==> src/pwm_defs.svh <==
`ifndef PWM_DEFS_SVH
`define PWM_DEFS_SVH

// Bus and datapath widths
`define ADDR_W        4
`define DATA_W        16
`define CNT_W         10
`define PIN_N         6
`define CH_N          3

// Register indices on the plain register port
`define REG_CTRL      4'h0
`define REG_TOP       4'h1
`define REG_CMP_A     4'h2
`define REG_CMP_B     4'h3
`define REG_CMP_D     4'h4
`define REG_OVERRIDE  4'h5
`define REG_PORT      4'h6
`define REG_DIR       4'h7
`define REG_STATUS    4'h8
`define REG_COUNT     4'h9

// Control register field positions
`define CTRL_EN_A     0
`define CTRL_EN_B     1
`define CTRL_EN_D     2
`define CTRL_SLOPE    3
`define CTRL_SIX      4
`define CTRL_COM_A    6
`define CTRL_COM_B    8
`define CTRL_COM_D    10

// Status register field positions
`define STAT_OVF      0
`define STAT_DOWN     1

// Reset values and counter limits
`define CTRL_RST      16'h0000
`define TOP_RST       10'h3FF
`define CMP_RST       10'h000
`define PIN_RST       6'h00
`define CNT_MAX       10'h3FF

`endif

==> src/pwm_pkg.sv <==
package pwm_pkg;

  typedef enum logic [1:0] {
    COM_OFF    = 2'h0,
    COM_COMPL  = 2'h1,
    COM_NONINV = 2'h2,
    COM_INV    = 2'h3
  } com_t;

  typedef enum logic {
    DIR_UP   = 1'b0,
    DIR_DOWN = 1'b1
  } dir_t;

endpackage

==> src/pwm_wave.sv <==
`timescale 1ns/1ns
`include "pwm_defs.svh"

module pwm_wave (
  input  wire logic                clk,        // System clock
  input  wire logic                rst,        // Asynchronous reset, high
  input  wire logic                ce,         // Clock enable, freezes state
  input  wire logic                tick,       // Timer tick
  input  wire logic                en,         // Channel takes part in a PWM mode
  input  wire logic                six,        // Six-output mode active
  input  wire logic                dual,       // Dual-slope counting
  input  wire pwm_pkg::com_t       com,        // Output mode of this channel
  input  wire pwm_pkg::dir_t       dir,        // Current count direction
  input  wire logic [`CNT_W-1:0]   cnt,        // Current counter value
  input  wire logic [`CNT_W-1:0]   cmp,        // Compare value
  input  wire logic [`CNT_W-1:0]   top,        // Top value
  input  wire logic                bottom_evt, // Counter becomes zero this tick
  output logic                     wave        // Waveform output
);

  logic inv;
  logic compl_mode;
  logic match;
  logic pinned;

  assign inv        = (com == pwm_pkg::COM_INV);
  assign compl_mode = (com == pwm_pkg::COM_COMPL) && !six;
  assign match      = (cnt == cmp); // RL21
  // Extreme top values pin the dual-slope waveform to a fixed level outside six-output mode
  assign pinned     = !six && dual && ((top == `CMP_RST) || (top == `CNT_MAX));

  always_ff @(posedge clk or posedge rst) begin
    if (rst) begin
      wave <= 1'b0;
    end else if (ce && tick && en) begin // RL20
      if (pinned) begin
        wave <= (top == `CNT_MAX) ? !inv : inv; // RL8
      end else if (match) begin
        if (dual && !compl_mode) begin
          wave <= (dir == pwm_pkg::DIR_UP) ? inv : !inv; // RL4 RL17
        end else begin
          wave <= inv; // RL5 RL14
        end
      end else if (bottom_evt && (!dual || compl_mode)) begin
        wave <= !inv; // RL5 RL14
      end
    end
  end

endmodule

==> src/pwm_core.sv <==
// The register addresses and strobed register access were left to the implementer.
`timescale 1ns/1ns
`include "pwm_defs.svh"

//////////////////////////////////////////////////////////////////////////////
// Summary of operation
// RL1: Enable plus slope select gives dual-slope mode
// RL2: Dual-slope counter runs zero to top to zero
// RL3: Top held one tick, then counter decrements
// RL4: Non-inverted clears upward, sets downward; inverted opposite
// RL5: Complementary clears on match, sets at zero
// RL6: Mode two non-inverted, three inverted, one complementary
// RL7: Dual-slope overflow flag sets at zero
// RL8: Top zero low, top max high, inverted opposite
// RL9: Nonzero output mode and output direction override port
// RL10: Compare values reach pins only when output
// RL11: Channel A enable plus six select gives six-output
// RL12: Channel A waveform drives all six pins
// RL13: Each override bit instantly picks waveform or port
// RL14: Six single-slope changes on match, opposite at wrap
// RL15: Single-slope counter clears tick after reaching top
// RL16: Six single-slope overflow sets on reaching top
// RL17: Six dual-slope changes upward match, opposite downward
// RL18: Six dual-slope overflow sets on reaching zero
// RL19: Zero channel mode disconnects pair; override bits gate
// RL20: Counter advances only on timer tick cycles
// RL21: Ten-bit compares evaluated on every tick
//////////////////////////////////////////////////////////////////////////////

module pwm_core (
  input  wire logic               MCLK,     // System clock, 100 MHz
  input  wire logic               RST,      // Asynchronous reset, active high
  input  wire logic               CE,       // Clock enable, freezes all state
  input  wire logic               TICK,     // Timer tick, same clock domain
  input  wire logic [`ADDR_W-1:0] ADDR,     // Register index
  input  wire logic [`DATA_W-1:0] WDATA,    // Write data
  input  wire logic               WR,       // Write strobe
  input  wire logic               RD,       // Read strobe
  output logic      [`DATA_W-1:0] RDATA,    // Read data, cycle after strobe
  output logic      [`PIN_N-1:0]  PIN_OUT,  // Compare pin levels
  output logic      [`PIN_N-1:0]  PIN_OE,   // Compare pin drive enables
  output logic                    OVF_FLAG, // Overflow flag
  output logic      [`CNT_W-1:0]  COUNT     // Counter value
);

  //////////////////////////////////////////////////////////////////////////
  // Registers
  // A low clock enable freezes every flop below, register port included

  logic [`DATA_W-1:0] ctrl_r;
  logic [`CNT_W-1:0]  top_r;
  logic [`CNT_W-1:0]  cmp_r [`CH_N];
  logic [`PIN_N-1:0]  ovr_r;
  logic [`PIN_N-1:0]  port_r;
  logic [`PIN_N-1:0]  ddr_r;
  logic               ovf_r;
  logic [`CNT_W-1:0]  cnt_r;
  logic [`CNT_W-1:0]  cnt_nxt;
  pwm_pkg::dir_t      dir_r;
  pwm_pkg::dir_t      dir_nxt;
  logic               ovf_evt;
  logic               bottom_evt;
  logic [`DATA_W-1:0] rdata_nxt;
  logic [`PIN_N-1:0]  pin_out_nxt;

  // Decoded control fields
  logic [`CH_N-1:0]   pwm_en;
  logic               slope_select;
  logic               six_channel_mode_select;
  logic               six_output_mode;
  logic               dual_slope;
  logic [`CH_N-1:0]   pfc_mode;
  pwm_pkg::com_t      com [`CH_N];
  logic [`CH_N-1:0]   wave;

  assign pwm_en[0]               = ctrl_r[`CTRL_EN_A];
  assign pwm_en[1]               = ctrl_r[`CTRL_EN_B];
  assign pwm_en[2]               = ctrl_r[`CTRL_EN_D];
  assign slope_select            = ctrl_r[`CTRL_SLOPE];
  assign six_channel_mode_select = ctrl_r[`CTRL_SIX];
  assign com[0] = pwm_pkg::com_t'(ctrl_r[`CTRL_COM_A+1:`CTRL_COM_A]);
  assign com[1] = pwm_pkg::com_t'(ctrl_r[`CTRL_COM_B+1:`CTRL_COM_B]);
  assign com[2] = pwm_pkg::com_t'(ctrl_r[`CTRL_COM_D+1:`CTRL_COM_D]);

  assign six_output_mode = pwm_en[0] && six_channel_mode_select; // RL11
  // Counting style is shared: one counter serves all channels
  assign dual_slope = slope_select && (six_output_mode || (pwm_en != 3'h0));

  //////////////////////////////////////////////////////////////////////////
  // Helpers

  function automatic logic com_on(input pwm_pkg::com_t c);
    com_on = (c != pwm_pkg::COM_OFF);
  endfunction

  // Pick the pin source for a non six-output channel: true pin follows
  // any nonzero mode, the complement pin only the complementary one
  function automatic logic pfc_sel(input pwm_pkg::com_t c, input logic compl);
    if (compl) begin
      pfc_sel = (c == pwm_pkg::COM_COMPL);
    end else begin
      pfc_sel = com_on(c);
    end
  endfunction

  //////////////////////////////////////////////////////////////////////////
  // Register writes

  always_ff @(posedge MCLK or posedge RST) begin
    if (RST) begin
      ctrl_r <= `CTRL_RST;
      top_r  <= `TOP_RST;
    end else if (CE && WR) begin
      if (ADDR == `REG_CTRL) begin
        ctrl_r <= WDATA;
      end
      if (ADDR == `REG_TOP) begin
        top_r <= WDATA[`CNT_W-1:0];
      end
    end
  end

  genvar c;
  generate
    for (c = 0; c < `CH_N; c++) begin : g_cmp
      always_ff @(posedge MCLK or posedge RST) begin
        if (RST) begin
          cmp_r[c] <= `CMP_RST;
        end else if (CE && WR && (ADDR == (`REG_CMP_A + 4'(c)))) begin
          cmp_r[c] <= WDATA[`CNT_W-1:0];
        end
      end
    end
  endgenerate

  always_ff @(posedge MCLK or posedge RST) begin
    if (RST) begin
      ovr_r  <= `PIN_RST;
      port_r <= `PIN_RST;
      ddr_r  <= `PIN_RST;
    end else if (CE && WR) begin
      if (ADDR == `REG_OVERRIDE) begin
        ovr_r <= WDATA[`PIN_N-1:0];
      end
      if (ADDR == `REG_PORT) begin
        port_r <= WDATA[`PIN_N-1:0];
      end
      if (ADDR == `REG_DIR) begin
        ddr_r <= WDATA[`PIN_N-1:0];
      end
    end
  end

  //////////////////////////////////////////////////////////////////////////
  // Counter
  // Both ends of the dual slope last one tick: the turn loads top-1 or 1
  // at once, so neither end is counted twice. Top is not double buffered;
  // a new top applies from the next tick on.

  always_comb begin
    cnt_nxt = cnt_r;
    dir_nxt = dir_r;
    if (TICK) begin // RL20
      if (dual_slope) begin
        case (dir_r)
          pwm_pkg::DIR_UP: begin
            // The >= guards against top being lowered below the count
            if (cnt_r >= top_r) begin
              dir_nxt = pwm_pkg::DIR_DOWN; // RL3
              cnt_nxt = (top_r == `CMP_RST) ? `CMP_RST : top_r - 10'h001; // RL2
            end else begin
              cnt_nxt = cnt_r + 10'h001; // RL2
            end
          end
          pwm_pkg::DIR_DOWN: begin
            if (cnt_r == `CMP_RST) begin
              dir_nxt = pwm_pkg::DIR_UP;
              cnt_nxt = (top_r == `CMP_RST) ? `CMP_RST : 10'h001; // RL2
            end else begin
              cnt_nxt = cnt_r - 10'h001;
            end
          end
          default: begin
            dir_nxt = pwm_pkg::DIR_UP;
            cnt_nxt = `CMP_RST;
          end
        endcase
      end else begin
        dir_nxt = pwm_pkg::DIR_UP;
        cnt_nxt = (cnt_r >= top_r) ? `CMP_RST : cnt_r + 10'h001; // RL15
      end
    end
  end

  assign bottom_evt = TICK && (cnt_nxt == `CMP_RST);

  // Single slope flags the arrival at top, dual slope the arrival at zero
  always_comb begin
    ovf_evt = 1'b0;
    if (TICK) begin
      if (dual_slope) begin
        ovf_evt = (cnt_nxt == `CMP_RST); // RL7 RL18
      end else begin
        ovf_evt = (cnt_nxt == top_r); // RL16
      end
    end
  end

  always_ff @(posedge MCLK or posedge RST) begin
    if (RST) begin
      cnt_r <= `CMP_RST;
      dir_r <= pwm_pkg::DIR_UP;
    end else if (CE) begin
      cnt_r <= cnt_nxt;
      dir_r <= dir_nxt;
    end
  end

  // A new overflow in the cycle of a clear keeps the flag set
  always_ff @(posedge MCLK or posedge RST) begin
    if (RST) begin
      ovf_r <= 1'b0;
    end else if (CE) begin
      if (ovf_evt) begin
        ovf_r <= 1'b1; // RL7 RL16 RL18
      end else if (WR && (ADDR == `REG_STATUS) && WDATA[`STAT_OVF]) begin
        ovf_r <= 1'b0;
      end
    end
  end

  //////////////////////////////////////////////////////////////////////////
  // Waveform units
  // Units B and D sit idle in six-output mode and keep their last level

  generate
    for (c = 0; c < `CH_N; c++) begin : g_wave
      // Channel A also runs in six-output mode; B and D only in their own
      assign pfc_mode[c] = pwm_en[c] && slope_select && !six_output_mode; // RL1

      pwm_wave u_wave (
        .clk        (MCLK),
        .rst        (RST),
        .ce         (CE),
        .tick       (TICK),
        .en         (pfc_mode[c] || ((c == 0) && six_output_mode)),
        .six        (six_output_mode),
        .dual       (dual_slope),
        .com        (com[c]),
        .dir        (dir_r),
        .cnt        (cnt_r),
        .cmp        (cmp_r[c]),
        .top        (top_r),
        .bottom_evt (bottom_evt),
        .wave       (wave[c])
      );
    end
  endgenerate

  //////////////////////////////////////////////////////////////////////////
  // Pin routing
  // Override bits act at once with no period resync, so changing one
  // mid-period may leave a short pulse on that pin

  genvar p;
  generate
    for (p = 0; p < `PIN_N; p++) begin : g_pin
      localparam int CH = p / 2;
      localparam bit CP = (p % 2) == 1;
      logic sel;
      logic val;

      always_comb begin
        if (six_output_mode) begin
          sel = com_on(com[CH]) && ovr_r[p]; // RL13 RL19
          val = CP ? !wave[0] : wave[0]; // RL12
        end else if (pfc_mode[CH]) begin
          sel = pfc_sel(com[CH], CP); // RL6 RL9
          val = CP ? !wave[CH] : wave[CH];
        end else begin
          sel = 1'b0;
          val = 1'b0;
        end
      end

      assign pin_out_nxt[p] = sel ? val : port_r[p]; // RL9 RL13
    end
  endgenerate

  // Pins are driven only when their direction bit says output
  always_ff @(posedge MCLK or posedge RST) begin
    if (RST) begin
      PIN_OUT <= `PIN_RST;
      PIN_OE  <= `PIN_RST;
    end else if (CE) begin
      PIN_OUT <= pin_out_nxt;
      PIN_OE  <= ddr_r; // RL10
    end
  end

  //////////////////////////////////////////////////////////////////////////
  // Register reads
  // Upper bits and unmapped indices read as zero

  always_comb begin
    rdata_nxt = 16'h0000;
    case (ADDR)
      `REG_CTRL:     rdata_nxt = ctrl_r;
      `REG_TOP:      rdata_nxt = {6'h00, top_r};
      `REG_CMP_A:    rdata_nxt = {6'h00, cmp_r[0]};
      `REG_CMP_B:    rdata_nxt = {6'h00, cmp_r[1]};
      `REG_CMP_D:    rdata_nxt = {6'h00, cmp_r[2]};
      `REG_OVERRIDE: rdata_nxt = {10'h000, ovr_r};
      `REG_PORT:     rdata_nxt = {10'h000, port_r};
      `REG_DIR:      rdata_nxt = {10'h000, ddr_r};
      `REG_STATUS:   rdata_nxt = {14'h0000, (dir_r == pwm_pkg::DIR_DOWN), ovf_r};
      `REG_COUNT:    rdata_nxt = {6'h00, cnt_r};
      default:       rdata_nxt = 16'h0000;
    endcase
  end

  // Read data stands only in the cycle after the strobe
  always_ff @(posedge MCLK or posedge RST) begin
    if (RST) begin
      RDATA <= 16'h0000;
    end else if (CE) begin
      RDATA <= RD ? rdata_nxt : 16'h0000;
    end
  end

  always_ff @(posedge MCLK or posedge RST) begin
    if (RST) begin
      OVF_FLAG <= 1'b0;
      COUNT    <= `CMP_RST;
    end else if (CE) begin
      OVF_FLAG <= ovf_r;
      COUNT    <= cnt_r;
    end
  end

endmodule

==> config.mk <==
export PLATFORM = sky130hd
export DESIGN_NAME = pwm_core
export DESIGN_NICKNAME = d
export VERILOG_FILES = /design/src/pwm_pkg.sv /design/src/pwm_wave.sv /design/src/pwm_core.sv
export VERILOG_INCLUDE_DIRS = /design/src
export SDC_FILE = /design/constraint.sdc
export NUM_CORES = 1
export LEC_CHECK = 0
export BUFFER_PORTS_ARGS = -buffer_cell sky130_fd_sc_hd__buf_2
export CAP_MARGIN = 10
export CELL_PAD_IN_SITES_DETAIL_PLACEMENT = 1
export CELL_PAD_IN_SITES_GLOBAL_PLACEMENT = 1
export CORE_MARGIN = 5
export CORE_UTILIZATION = 40
export CTS_CLUSTER_SIZE = 20
export DETAILED_ROUTE_END_ITERATION = 6
export PLACE_DENSITY_LB_ADDON = 0.1
export SETUP_SLACK_MARGIN = 0.15
export SLEW_MARGIN = 20
export SYNTH_ARGS = -nofsm -noshare
export SYNTH_HDL_FRONTEND = slang
export SYNTH_SLANG_ARGS = --single-unit
==> constraint.sdc <==
create_clock -name MCLK -period 11 [get_ports MCLK]
set_clock_uncertainty 0.15 [all_clocks]
set_input_delay 1.1 -clock MCLK [delete_from_list [all_inputs] [get_ports MCLK]]
set_output_delay 1.1 -clock MCLK [all_outputs]
set_load 0.01 [all_outputs]
==> results by group, run 1 <==
Status
  • Status: completed

Worst setup path
  • R2r setup slk: 6.37 ns
  • FF-to-FF Start: top_r[9]$_DFFE_PP1P_
  • Critical path's largest stage delay: 0.71 ns
  • Worst path cell trace: inv_1 > ha_1 > nand4_1 > or3_4 > o21ai_0 > buf_4 > nor4_1 > nor4_1 > a21oi_1 > nand4b_2 > o211ai_1 > nand3_1
  • Top delay family on crit path: simple AND/OR/NAND/NOR gates
  • CP most frequent cell: nor4_1
  • Worst Setup Start Kind: flip-flop
  • CP Capture Type: flip-flop
  • WP buf/inv: 2
  • Worst path arrival time: 4.79 ns
  • FF-to-FF path depth: 12
  • End of the worst register-to-register path: g_wave[0].u_wave.wave$_DFFE_PP0P_
  • CP max-delay cell: o21ai_0
  • Crit Path Class: flip-flop to flip-flop
  • Max Fanout on Critical Path: 11
  • Worst endpoint required time: 11.15 ns

Synthesis
  • Post-synth top flop: dfrtp_1
  • Proportion of synthesized area in mux cells: 15.45%
  • Synth Area in Compound Gates: 17.49%
  • Syn_area_per_cell: 10.05 um^2
  • EDFF count, synth: 0
  • Synth Net Count: 847
  • Ys async rst share: 100.0%
  • Post-Synth Adder-Cell Area: 2.317%
  • Post-Synth Simple-Gate Area: 15.17%
  • Cells after Synth: 806
  • Sequential fraction of the synthesis area: 39.70%
  • Yosys Warn Count: 0
  • Post-Synthesis Cell Area: 8099 um^2
  • Post-synthesis cell type count: 81
  • Register bit total from synthesis: 128
  • XOR/XNOR Fraction of Synth Area: 5.299%
  • Main combinational cell family by area after synthesis: compound AO/OA/AOI/OAI gates

Drt
  • DRC errors left: 0
  • Via count: 7013
  • Post-DRT Antenna Nets: 0
  • Post-Route WL: 30400 um
  • DRT iter0 DRCs: 483
  • Via density: 6.195
  • WL per Instance: 26.86 um
  • DRT Pass-1 Iters: 6

Clock network
  • H-tree level count: 4
  • Post-cts hold buffer count: 0
  • Clock Path Buffers: 2
  • Root Driver: clkbuf_16
  • Sink Count: 128
  • Reg clk slew, reported paths: 0.06 ns
  • Worst skew pair latency: 0.43 ns
  • Num CTS Buffers: 17
  • Postcts setup bufs: 0
  • CTS tree: yes
  • PostCTS Resize Cnt: 0

Placement
  • Placer Congestion: 0.9251
  • Placement Cell Area: 8579 um^2
  • Number of I/O port buffers: 64
  • Post-DP HPWL: 21910 um

GRT
  • Largest net degree at the start of global routing: 71
  • Vias in the first global route: 7464
  • Total grt overflow: 0
  • First-pass GRT wire length: 46710 um
  • GRT Util Overall: 26.21%
  • Initial antenna violation count: 0

Hold path
  • Hold_sp: PIN_OUT[3]$_DFFE_PP0P_
  • Worst hold endpoint: PIN_OUT[3]$_DFFE_PP0P_
  • Worst hold path class: flip-flop to flip-flop
  • Hold Path Depth: 2

STA
  • Fin. Hold Viols: 0
  • Min Tclk post-route: 4.633 ns
  • RSZ-0062 raised after global routing: false
  • Slew @ Worst Pin: 1.181 ns
  • Max-slew violation count: 0
  • Setup TNS: 0 ns
  • Slew margin rel.: 20.97%
  • Fin crit share: 42.12%
  • Final setup viols: 0
  • Max Clock Freq: 215.8 MHz

Layout
  • Area Growth Syn to Fin: 13.41%
  • Ant diodes: 0
  • Design Area, Final: 9185 um^2
  • Commonest non-fill, non-tap cells in the layout: 118 x dfrtp_1, 96 x mux2_2, 64 x buf_2, 51 x nand2_1, 49 x nor2_1
  • Share of layout cells above drive strength 1: 28.31%
  • Commonest non-fill, non-tap cell in the layout: dfrtp_1
  • # nets final: 890

Floorplanning
  • Std-Cell Rows: 52
  • IO Pins: 65
  • Die extent in x: 152.3 um
  • Core area: 20100 um^2
  • Initial Utilization: 40.29%
  • DIE AREA: 23190 um^2
  • Vert. Die Dim: 152.3 um

Power
  • Peak supply drop: 0.0001163 V
  • Leakage: 3.865 nW
  • Ratio of total power to cell area: 245.1 nW/um^2

Job
  • Maxcap violations: 0
## worst max-delay path by stage
stage                         startpoint                                 to  slack [ns]  cells past startpoint
finish              top_r[9]$_DFFE_PP1P_  g_wave[0].u_wave.wave$_DFFE_PP0P_        6.37                     12
detailed placement  top_r[9]$_DFFE_PP1P_  g_wave[1].u_wave.wave$_DFFE_PP0P_        6.44                     12
CTS                 top_r[9]$_DFFE_PP1P_  g_wave[2].u_wave.wave$_DFFE_PP0P_        6.44                     12
global route        top_r[9]$_DFFE_PP1P_  g_wave[1].u_wave.wave$_DFFE_PP0P_        6.14                     12
floorplan                            RST               COUNT[0]$_DFFE_PP0P_        6.35                      1
global placement    top_r[9]$_DFFE_PP1P_                  ovf_r$_DFFE_PP0P_        6.41                     12
## synthesized netlist by cell type, types with 6 or more instances
cell type	count	area share, %
a22o_1	8	0.87
a21oi_1	34	2.1
nand4_1	20	1.5
a31oi_1	13	1.0
dfstp_2	10	3.2
xor2_1	11	1.2
nand2_1	51	2.4
mux2i_1	8	0.99
buf_1	9	0.42
o21ai_0	32	2.0
a211oi_1	8	0.74
or2_2	6	0.46
o22ai_1	7	0.54
dfrtp_1	118	36
ha_1	15	2.3
nand2b_1	6	0.46
xnor2_1	38	4.1
nor2_1	49	2.3
o31ai_1	10	0.93
o21a_1	9	0.83
clkbuf_1	30	1.4
a221oi_1	7	0.76
o211ai_1	10	0.93
o2bb2ai_1	11	1.2
nor2b_1	7	0.54
a22oi_1	8	0.74
nand3_1	25	1.5
nor4_1	14	1.1
mux2_2	96	13
nor3_1	19	1.2
inv_1	25	1.2
## cell type report
type,count,area [um^2]
repair buffers,76,410.4
clock buffers,18,439.2
clock inverters,14,166.4
inverters,26,102.6
flip-flops and latches,128,3216
multi-input cells,600,4513
well taps,270,337.8
fillers,2255,10920
## sequential cells by signal, summed over array words and instances (netlist names)
signal and count:
cmp_r 30, RDATA 16, ctrl_r 16, COUNT 10, cnt_r 10, top_r 10, PIN_OE 6, PIN_OUT 6
ddr_r 6, ovr_r 6, port_r 6, g_wave.u_wave.wave 3, OVF_FLAG 1, dir_r 1, ovf_r 1
## worst reg2reg max path, stage by stage (launching register included)
cell and delay [ns]:
dfstp_2 0.67, inv_1 0.13, ha_1 0.32, nand4_1 0.19, or3_4 0.44, o21ai_0 0.71, buf_4 0.31, nor4_1 0.07
nor4_1 0.54, a21oi_1 0.31, nand4b_2 0.35, o211ai_1 0.23, nand3_1 0.10
## layer usage
metal / part of all wire [%] / vias up / track usage, %
li1: - / 3112 / -
met1: 44 / 3585 / 34.88
met2: 47 / 248 / 42.57
met3: 5.0 / 68 / 4.800
met4: 3.8 / 0 / 10.19
met5: 0 / - / 0
## power by group
part           leakage [nW]  switching (mW)  internal, mW  total [mW]
Combinational          1.94           0.583         0.361       0.944
Sequential             1.63           0.140         0.576       0.717
Clock                 0.301           0.243         0.348       0.591
## stage by stage
| stage | utilization [%] | cells | hold WS [ns] | worst slack [ns] | power, mW |
|---|---|---|---|---|---|
| 4_1_cts | 45.69 | 1132 | 0.3350 | 6.436 | 2.250 |
| 2_1_floorplan | - | 806 | 0.3073 | 6.354 | 1.320 |
| 3_5_place_dp | 42.67 | 1100 | 0.3183 | 6.436 | 1.649 |
| 5_1_grt | 45.69 | 1132 | 0.3594 | 6.135 | 2.369 |
| 6_report | 45.69 | 1132 | 0.3286 | 6.367 | 2.251 |
| 3_3_place_gp | 42.67 | 1100 | 0.3161 | 6.407 | 1.638 |
## logic make-up (layout without fill, tap and decap cells)
| group | after synthesis | after routing |
|---|---|---|
| AND/OR/NAND/NOR | 231 | 231 |
| AO/OA/AOI/OAI | 197 | 197 |
| flip-flops | 128 | 128 |
| multiplexers | 108 | 108 |
| buffers and inverters | 78 | 134 |
| XOR/XNOR | 49 | 49 |
| adder cells (fa/ha/maj) | 15 | 15 |
(Power assumes the default switching activity.)
==> inputs of run 2 (changes only) <==
--- a/config.mk
+++ b/config.mk
@@ -6,6 +6,7 @@
 export SDC_FILE = /design/constraint.sdc
 export NUM_CORES = 1
 export LEC_CHECK = 0
+export ABC_AREA = 1
 export BUFFER_PORTS_ARGS = -buffer_cell sky130_fd_sc_hd__buf_2
 export CAP_MARGIN = 10
 export CELL_PAD_IN_SITES_DETAIL_PLACEMENT = 1
==> constraint.sdc (replaced) <==
create_clock -name MCLK -period 4.8 [get_ports MCLK]
set_clock_uncertainty 0.15 [all_clocks]
set_input_delay 0.48 -clock MCLK [delete_from_list [all_inputs] [get_ports MCLK]]
set_output_delay 0.48 -clock MCLK [all_outputs]
set_load 0.01 [all_outputs]
==> run 2 against run 1 <==
  * Routed wire length is 2.7% lower
  * Count of clock-buffer cells in the layout increased by 1
  * Maximum frequency is 36% higher
  * Design area shrank 4.2%
  * Final cell count is 20% higher
  * Utilization shrank 0.16 points
  * Die area decreased by 3.5%
  * Clock power increased by 110%
  * Power up 110%
  * Largest power group unchanged
==> results by group, run 2 <==
Clock network
  • Clock Path Buffers: 2 (unchanged)
  • Postcts setup bufs: 0 (unchanged)
  • PostCTS Resize Cnt: 0 (unchanged)
  • CTS tree: yes
  • Reg clk slew, reported paths: 0.06 ns (about the same)
  • Post-cts hold buffer count: 0 (unchanged)
  • Sink Count: 128 (unchanged)
  • H-tree level count: 4 (unchanged)
  • Num CTS Buffers: 17 (unchanged)
  • Worst skew pair latency: 0.43 ns (about the same)
  • Root Driver: clkbuf_16

Placement
  • Post-DP HPWL: 21630 um (-1.3%)
  • Placer Congestion: 0.9087 (-1.8%)
  • Number of I/O port buffers: 64 (unchanged)

Floorplanning
  • Initial Utilization: 40.31% (about the same)
  • DIE AREA: 22380 um^2 (-3.5%)
  • IO Pins: 65 (unchanged)
  • Std-Cell Rows: 51 (-1.9%)
  • Vert. Die Dim: 149.6 um (-1.8%)
  • Die extent in x: 149.6 um (-1.8%)
  • Core area: 19330 um^2 (-3.8%)

Hold path
  • Worst hold path class: input pin to asynchronous set/reset pin

Worst setup path
  • Worst Setup Start Kind: flip-flop
  • CP Capture Type: flip-flop
  • Worst endpoint required time: 4.97 ns (-6.18 ns)
  • Worst path arrival time: 3.59 ns (-1.20 ns)
  • Crit Path Class: flip-flop to flip-flop
  • Max Fanout on Critical Path: 12 (+1)

STA
  • RSZ-0062 raised after global routing: false
  • Min Tclk post-route: 3.418 ns (-1.216 ns)
  • Fin crit share: 71.20% (+29 points)
  • Max Clock Freq: 292.6 MHz (+36%)
  • Fin. Hold Viols: 0 (unchanged)
  • Slew @ Worst Pin: 0.9818 ns (-0.1993 ns)
  • Slew margin rel.: 34.30% (+13 points)
  • Setup TNS: 0 ns (unchanged)
  • Final setup viols: 0 (unchanged)
  • Hold WS: 0.09435 ns (-0.2342 ns)
  • Max-slew violation count: 0 (unchanged)

GRT
  • First-pass GRT wire length: 46350 um (-0.77%)
  • Total grt overflow: 0 (unchanged)
  • Initial antenna violation count: 0 (unchanged)
  • GRT Util Overall: 27.33% (+1.1 points)
  • Largest net degree at the start of global routing: 96 (+35%)
  • Vias in the first global route: 7723 (+3.5%)

Drt
  • Via density: 5.527 (-11%)
  • DRT iter0 DRCs: 569 (+18%)
  • Post-DRT Antenna Nets: 0 (unchanged)
  • WL per Instance: 21.82 um (-19%)
  • DRT Pass-1 Iters: 5 (-1)
  • Via count: 7494 (+6.9%)
  • DRC errors left: 0 (unchanged)
  • Post-Route WL: 29590 um (-2.7%)

Power
  • Power share of the sequential group: 35.6% (+3.8 points)
  • Combinational power share: 39.0% (-2.9 points)
  • Clock power share: 25.4% (-0.9 points)
  • Ratio of total power to cell area: 545.7 nW/um^2 (+120%)
  • Int Pwr: 2.610 mW (+100%)
  • Switching power of the nets: 2.194 mW (+130%)
  • Leakage: 4.258 nW (+10%)
  • Peak supply drop: 0.0002872 V (+150%)
  • Switching Fraction: 45.67% (+2.7 points)

Layout
  • FF/Latch Area: 3216 um^2 (unchanged)
  • # nets final: 1119 (+26%)
  • Commonest non-fill, non-tap cell in the layout: nand2_1
  • Area Growth Syn to Fin: 12.96%
  • Ant diodes: 0 (unchanged)
  • Fillers: 2433 (+7.9%)
  • Finished Core Util: 45.53% (-0.16 points)
  • Max FFs per register: 30 (unchanged)
  • Commonest non-fill, non-tap cells in the layout: 315 x nand2_1, 118 x dfrtp_1, 105 x o21ai_0, 100 x inv_1, 66 x nor2_1
  • Share of layout cells above drive strength 1: 15.31% (-13 points)
  • Area of the multi-input gates: 3949 um^2 (-13%)
  • Largest regs: cmp_r: 30 flops, RDATA: 16 flops, ctrl_r: 16 flops
  • Largest register by flop count: cmp_r

Synthesis
  • Syn_area_per_cell: 7.545 um^2 (-25%)
  • Synth top area cells: dfrtp_1 38%, nand2_1 15%, o21ai_0 6.7%, inv_1 4.9%, dfstp_2 3.4%
  • Synth Net Count: 1074 (+27%)
  • Post-synth top flop: dfrtp_1
  • Post-Synthesis Cell Area: 7794 um^2 (-3.8%)
  • Post-synthesis cell type count: 46 (-43%)
  • EDFF count, synth: 0 (unchanged)
  • Yosys top cell by area: dfrtp_1
  • Yosys Warn Count: 0 (unchanged)
  • Most common cell in the synthesized netlist: nand2_1
  • Most frequent cells after synthesis: 315 x nand2_1, 118 x dfrtp_1, 105 x o21ai_0
  • Ys async rst share: 100.0% (unchanged)
  • Synth top area share: 37.89% (+1.4 points)
  • Cells after Synth: 1033 (+28%)
  • Sequential fraction of the synthesis area: 41.26% (+1.6 points)
  • Register bit total from synthesis: 128 (unchanged)

Job
  • Maxcap violations: 0 (unchanged)

Status
  • Status: completed
==> run 2: changes by cell type after synthesis, moves of 12 or more <==
| cell | change |
|---|---|
| nand3_2 | +12 |
| mux2_2 | -96 |
| nand2_1 | +264 |
| xnor2_1 | -28 |
| o22ai_1 | +18 |
| inv_1 | +76 |
| nor2_1 | +17 |
| o21ai_0 | +73 |
| nor3_1 | -14 |
==> run 2: layer usage <==
metal | up-vias | wire (um) | global-route usage [%]
met2 | 219 | 14040 | 45.16
met1 | 3727 | 13210 | 36.96
met4 | 0 | 744 | 8.604
met3 | 48 | 1594 | 4.331
li1 | 3500 | - | -
met5 | - | 0 | 0
==> run 2: worst paths after layout <==
| check | startpoint | slack (ns) | to | cells past startpoint |
|---|---|---|---|---|
| worst max-delay path | top_r[8]$_DFFE_PP1P_ | 1.38 | g_wave[2].u_wave.wave$_DFFE_PP0P_ | 18 |
| worst min-delay path | RST | 0.09 | cmp_r[22]$_DFFE_PP0P_ | 2 |
| worst max register to register | top_r[8]$_DFFE_PP1P_ | 1.38 | g_wave[2].u_wave.wave$_DFFE_PP0P_ | 18 |
| worst min register to register | PIN_OE[0]$_DFFE_PP0P_ | 0.32 | PIN_OE[0]$_DFFE_PP0P_ | 2 |
| max in group asynchronous | RST | 3.39 | PIN_OUT[5]$_DFFE_PP0P_ | 3 |
| min in group MCLK | WDATA[14] | 0.10 | ctrl_r[14]$_DFFE_PP0P_ | 3 |
==> run 2: logic make-up after synthesis <==
logic type | Yosys count | share of synthesized area (%)
XOR/XNOR | 32 | 3.596
AND/OR/NAND/NOR | 488 | 28.25
AO/OA/AOI/OAI | 216 | 16.41
buffers and inverters | 154 | 8.075
adder cells (fa/ha/maj) | 15 | 2.408
flip-flops | 128 | 41.26
==> run 2: cell type report <==
| class | instances | share of cell area [%] |
|---|---|---|
| Clock inverter | 13 | 1.165 |
| Clock buffer | 19 | 4.918 |
| Sequential cell | 128 | 36.53 |
| Tap cell | 265 | 3.766 |
| Multi-Input combinational cell | 751 | 44.86 |
| Timing Repair Buffer | 65 | 3.724 |
| Inverter | 115 | 5.045 |
==> run 2: power by group through the flow <==
stage	combinational, mW	clock (mW)	sequential (mW)
after floorplan	1.43	0	1.52
after global placement	1.82	0	1.71
after detailed placement	1.85	0	1.71
after CTS	1.87	1.23	1.70
after global routing	2.08	1.28	1.74
final	1.87	1.22	1.71
==> run 2: critical path: stages, from the launching register on <==
cell and delay [ns]:
dfstp_2 0.55, clkinv_1 0.30, ha_1 0.42, nand2_2 0.10
inv_2 0.04, a21oi_2 0.23, nand3_2 0.28, nand2_1 0.14
nand3_1 0.07, nand2_1 0.09, nand2_1 0.07, a21oi_2 0.23
nand3_2 0.13, nor2_4 0.17, nand3_2 0.07, nand2_1 0.08
nand2_1 0.06, nand2_1 0.07, nand2_1 0.05
==> run 2: per-stage QoR <==
step | std cells | worst slack (ns) | total power, mW | area [um^2]
floorplan | 1033 | 0.7739 | 2.953 | 7794
global placement | 1324 | 1.539 | 3.534 | 8267
detailed placement | 1324 | 1.401 | 3.567 | 8267
CTS | 1356 | 1.385 | 4.794 | 8802
global route | 1356 | 1.099 | 5.097 | 8803
finish | 1356 | 1.382 | 4.804 | 8803
==> inputs of run 3 (changes only) <==
==> constraint.sdc (replaced) <==
create_clock -name MCLK -period 3.45 [get_ports MCLK]
set_clock_uncertainty 0.15 [all_clocks]
set_input_delay 0.345 -clock MCLK [delete_from_list [all_inputs] [get_ports MCLK]]
set_output_delay 0.345 -clock MCLK [all_outputs]
set_load 0.01 [all_outputs]
==> run 3 against run 2 <==
  * First-iteration DRC count decreased by 7.9%
  * Register-to-register slack lost 1.0 ns
  * Maximum frequency grew 11%
  * Die area unchanged
  * Combinational power is 64% higher
  * Worst hold slack got worse by 0.091 ns
  * Flip-flop and latch count unchanged
  * Count of clock-buffer cells in the layout stayed put
  * Design area grew 5.1%
  * Non-clock buffer count increased by 41
  * Largest cell class unchanged
==> results by group, run 3 (synthesis results as in run 2) <==
Floorplanning
  • Std-Cell Rows: 51 (unchanged)
  • Core area: 19330 um^2 (unchanged)
  • Die extent in x: 149.6 um (unchanged)
  • IO Pins: 65 (unchanged)
  • Vert. Die Dim: 149.6 um (unchanged)
  • DIE AREA: 22380 um^2 (unchanged)
  • Initial Utilization: 40.31% (unchanged)

Layout
  • Commonest non-fill, non-tap cells in the layout: 315 x nand2_1, 118 x dfrtp_1, 105 x o21ai_0, 99 x inv_1
  • Largest regs: cmp_r: 30 flops, RDATA: 16 flops, ctrl_r: 16 flops
  • Commonest non-fill, non-tap cell in the layout: nand2_1
  • # nets final: 1160 (+3.7%)
  • Share of layout cells above drive strength 1: 18.04% (+2.7 points)
  • Ant diodes: 0 (unchanged)
  • Final cell count without fillers: 1396 (+2.9%)
  • Area Growth Syn to Fin: 18.72%
  • Largest register by flop count: cmp_r
  • Finished Core Util: 47.85% (+2.3 points)
  • Max FFs per register: 30 (unchanged)

Drt
  • DRC errors left: 0 (unchanged)
  • DRT iter0 DRCs: 524 (-7.9%)
  • Post-DRT Antenna Nets: 0 (unchanged)
  • Via count: 7641 (+2.0%)
  • Post-Route WL: 30460 um (+2.9%)
  • WL per Instance: 21.82 um (about the same)
  • Via density: 5.473 (-0.96%)
  • DRT Pass-1 Iters: 5 (unchanged)

Job
  • Maxcap violations: 0 (unchanged)

STA
  • Min Tclk post-route: 3.067 ns (-0.3504 ns)
  • Fin. Hold Viols: 0 (unchanged)
  • Setup TNS: 0 ns (unchanged)
  • Slew @ Worst Pin: 0.9990 ns (+0.01716 ns)
  • RSZ-0062 raised after global routing: false
  • Fin crit share: 88.91% (+18 points)
  • Max-slew violation count: 0 (unchanged)
  • Slew margin rel.: 33.40% (-0.90 points)
  • Max Clock Freq: 326.0 MHz (+11%)
  • Final setup viols: 0 (unchanged)
  • Setup ws final: 0.3827 ns (-0.9996 ns)

Power
  • Peak supply drop: 0.0004008 V (+40%)
  • Ratio of total power to cell area: 778.3 nW/um^2 (+43%)
  • Leakage: 4.502 nW (+5.7%)
  • Overall Power: 7.201 mW (+50%)

Worst setup path
  • Worst Setup Start Kind: flip-flop
  • FF-to-FF path depth: 23 (+5)
  • Worst endpoint required time: 3.62 ns (-1.35 ns)
  • CP Capture Type: flip-flop
  • Max Fanout on Critical Path: 7 (-5)
  • Crit Path Class: flip-flop to flip-flop
  • Worst path arrival time: 3.23 ns (-0.36 ns)

Clock network
  • Num CTS Buffers: 17 (unchanged)
  • CTS tree: yes
  • Worst skew pair latency: 0.43 ns (about the same)
  • H-tree level count: 4 (unchanged)
  • Sink Count: 128 (unchanged)
  • Root Driver: clkbuf_16
  • Reg clk slew, reported paths: 0.06 ns (about the same)
  • Clock Path Buffers: 2 (unchanged)

Hold path
  • Worst hold path class: input pin to flip-flop
  • Hold Path Depth: 3

GRT
  • Initial antenna violation count: 3 (+3)
  • First-pass GRT wire length: 47250 um (+1.9%)
  • Total grt overflow: 0 (unchanged)
  • GRT Util Overall: 28.02% (+0.69 points)
  • Largest net degree at the start of global routing: 55 (-43%)
  • Vias in the first global route: 7925 (+2.6%)

Placement
  • Number of I/O port buffers: 64 (unchanged)
  • DP Worst Slack: 0.2308 ns (-1.171 ns)
  • Placer Congestion: 0.9368 (+3.1%)
  • Post-DP HPWL: 22690 um (+4.9%)
  • Placed Cells: 1352 (+2.1%)

Status
  • Status: completed
[run 3: cell count changes in the layout (fill, tap and decap cells not counted), sizes merged]
cell	change
buf	+35
dlygate4sd3	+6
inv	-5
bufinv	+4
clkinv	+1
clkinvlp	-1
[run 3: final timing paths]
path | end | slack, ns | startpoint
setup / recovery | g_wave[1].u_wave.wave$_DFFE_PP0P_ | 0.38 | top_r[5]$_DFFE_PP1P_
hold / removal | ctrl_r[11]$_DFFE_PP0P_ | 0.003 | WDATA[11]
setup reg to reg | g_wave[1].u_wave.wave$_DFFE_PP0P_ | 0.38 | top_r[5]$_DFFE_PP1P_
hold reg to reg | PIN_OE[2]$_DFFE_PP0P_ | 0.32 | PIN_OE[2]$_DFFE_PP0P_
max in group asynchronous | top_r[6]$_DFFE_PP1P_ | 1.86 | RST
min in group asynchronous | cmp_r[2]$_DFFE_PP0P_ | 0.48 | RST
[run 3: metal layers]
layer	wire, um	part of all wire (%)	GRT usage (%)	up-vias
met5	28	0.092	0	-
met4	824	2.7	8.879	6
met3	1522	5.0	4.936	62
met2	14680	48	46.79	202
met1	13400	44	37.12	3802
li1	-	-	-	3569
[run 3: final cells by class]
| type | count | area, um^2 |
|---|---|---|
| multi-input combinational | 751 | 3969 |
| clock inverter | 12 | 186.4 |
| fill | 2449 | 10080 |
| clock buffer | 19 | 432.9 |
| inverter | 115 | 441.7 |
| tap | 265 | 331.6 |
| sequential | 128 | 3216 |
| timing repair buffer | 106 | 675.6 |
[run 3: what timing repair did]
item	4_1_cts	5_1_grt
hold endpoints to repair	37	0
setup buffers	0	7
hold buffers	6	0
endpoints found under the setup margin	0	4
gates resized for setup	0	5
[run 3: power by group]
group / total (mW) / leakage (nW) / internal (mW) / switching, mW
Sequential: 2.21 / 1.63 / 1.85 / 0.359
Combinational: 3.06 / 2.58 / 1.05 / 2.02
Clock: 1.93 / 0.290 / 1.21 / 0.722
Total: 7.20 / 4.50 / 4.10 / 3.10
[run 3: through the flow]
stage                     hold WS [ns]  instance area, um^2
after global placement          0.3039                 8501
final                         0.003268                 9253
after detailed placement        0.3080                 8501
after floorplan                 0.2925                 7797
after global routing           0.01927                 9253
after CTS                     0.003297                 9180
[run 3: critical path, cell delays in order (launching register included)]
cell     delay (ns)
dfstp_2        0.59
inv_1          0.08
ha_1           0.29
nand2_1        0.12
inv_1          0.05
nand2_1        0.06
nand2_1        0.09
nand2_4        0.12
nand3_4        0.12
buf_4          0.17
nand2_1        0.05
nand2_1        0.05
nand2_1        0.05
nand2_1        0.07
nand2_1        0.12
nand2_2        0.11
nor2_4         0.09
nand3_2        0.08
nor2_4         0.16
nand3_2        0.07
nand2_1        0.09
nand2_1        0.05
nand2_1        0.06
nand2_1        0.05
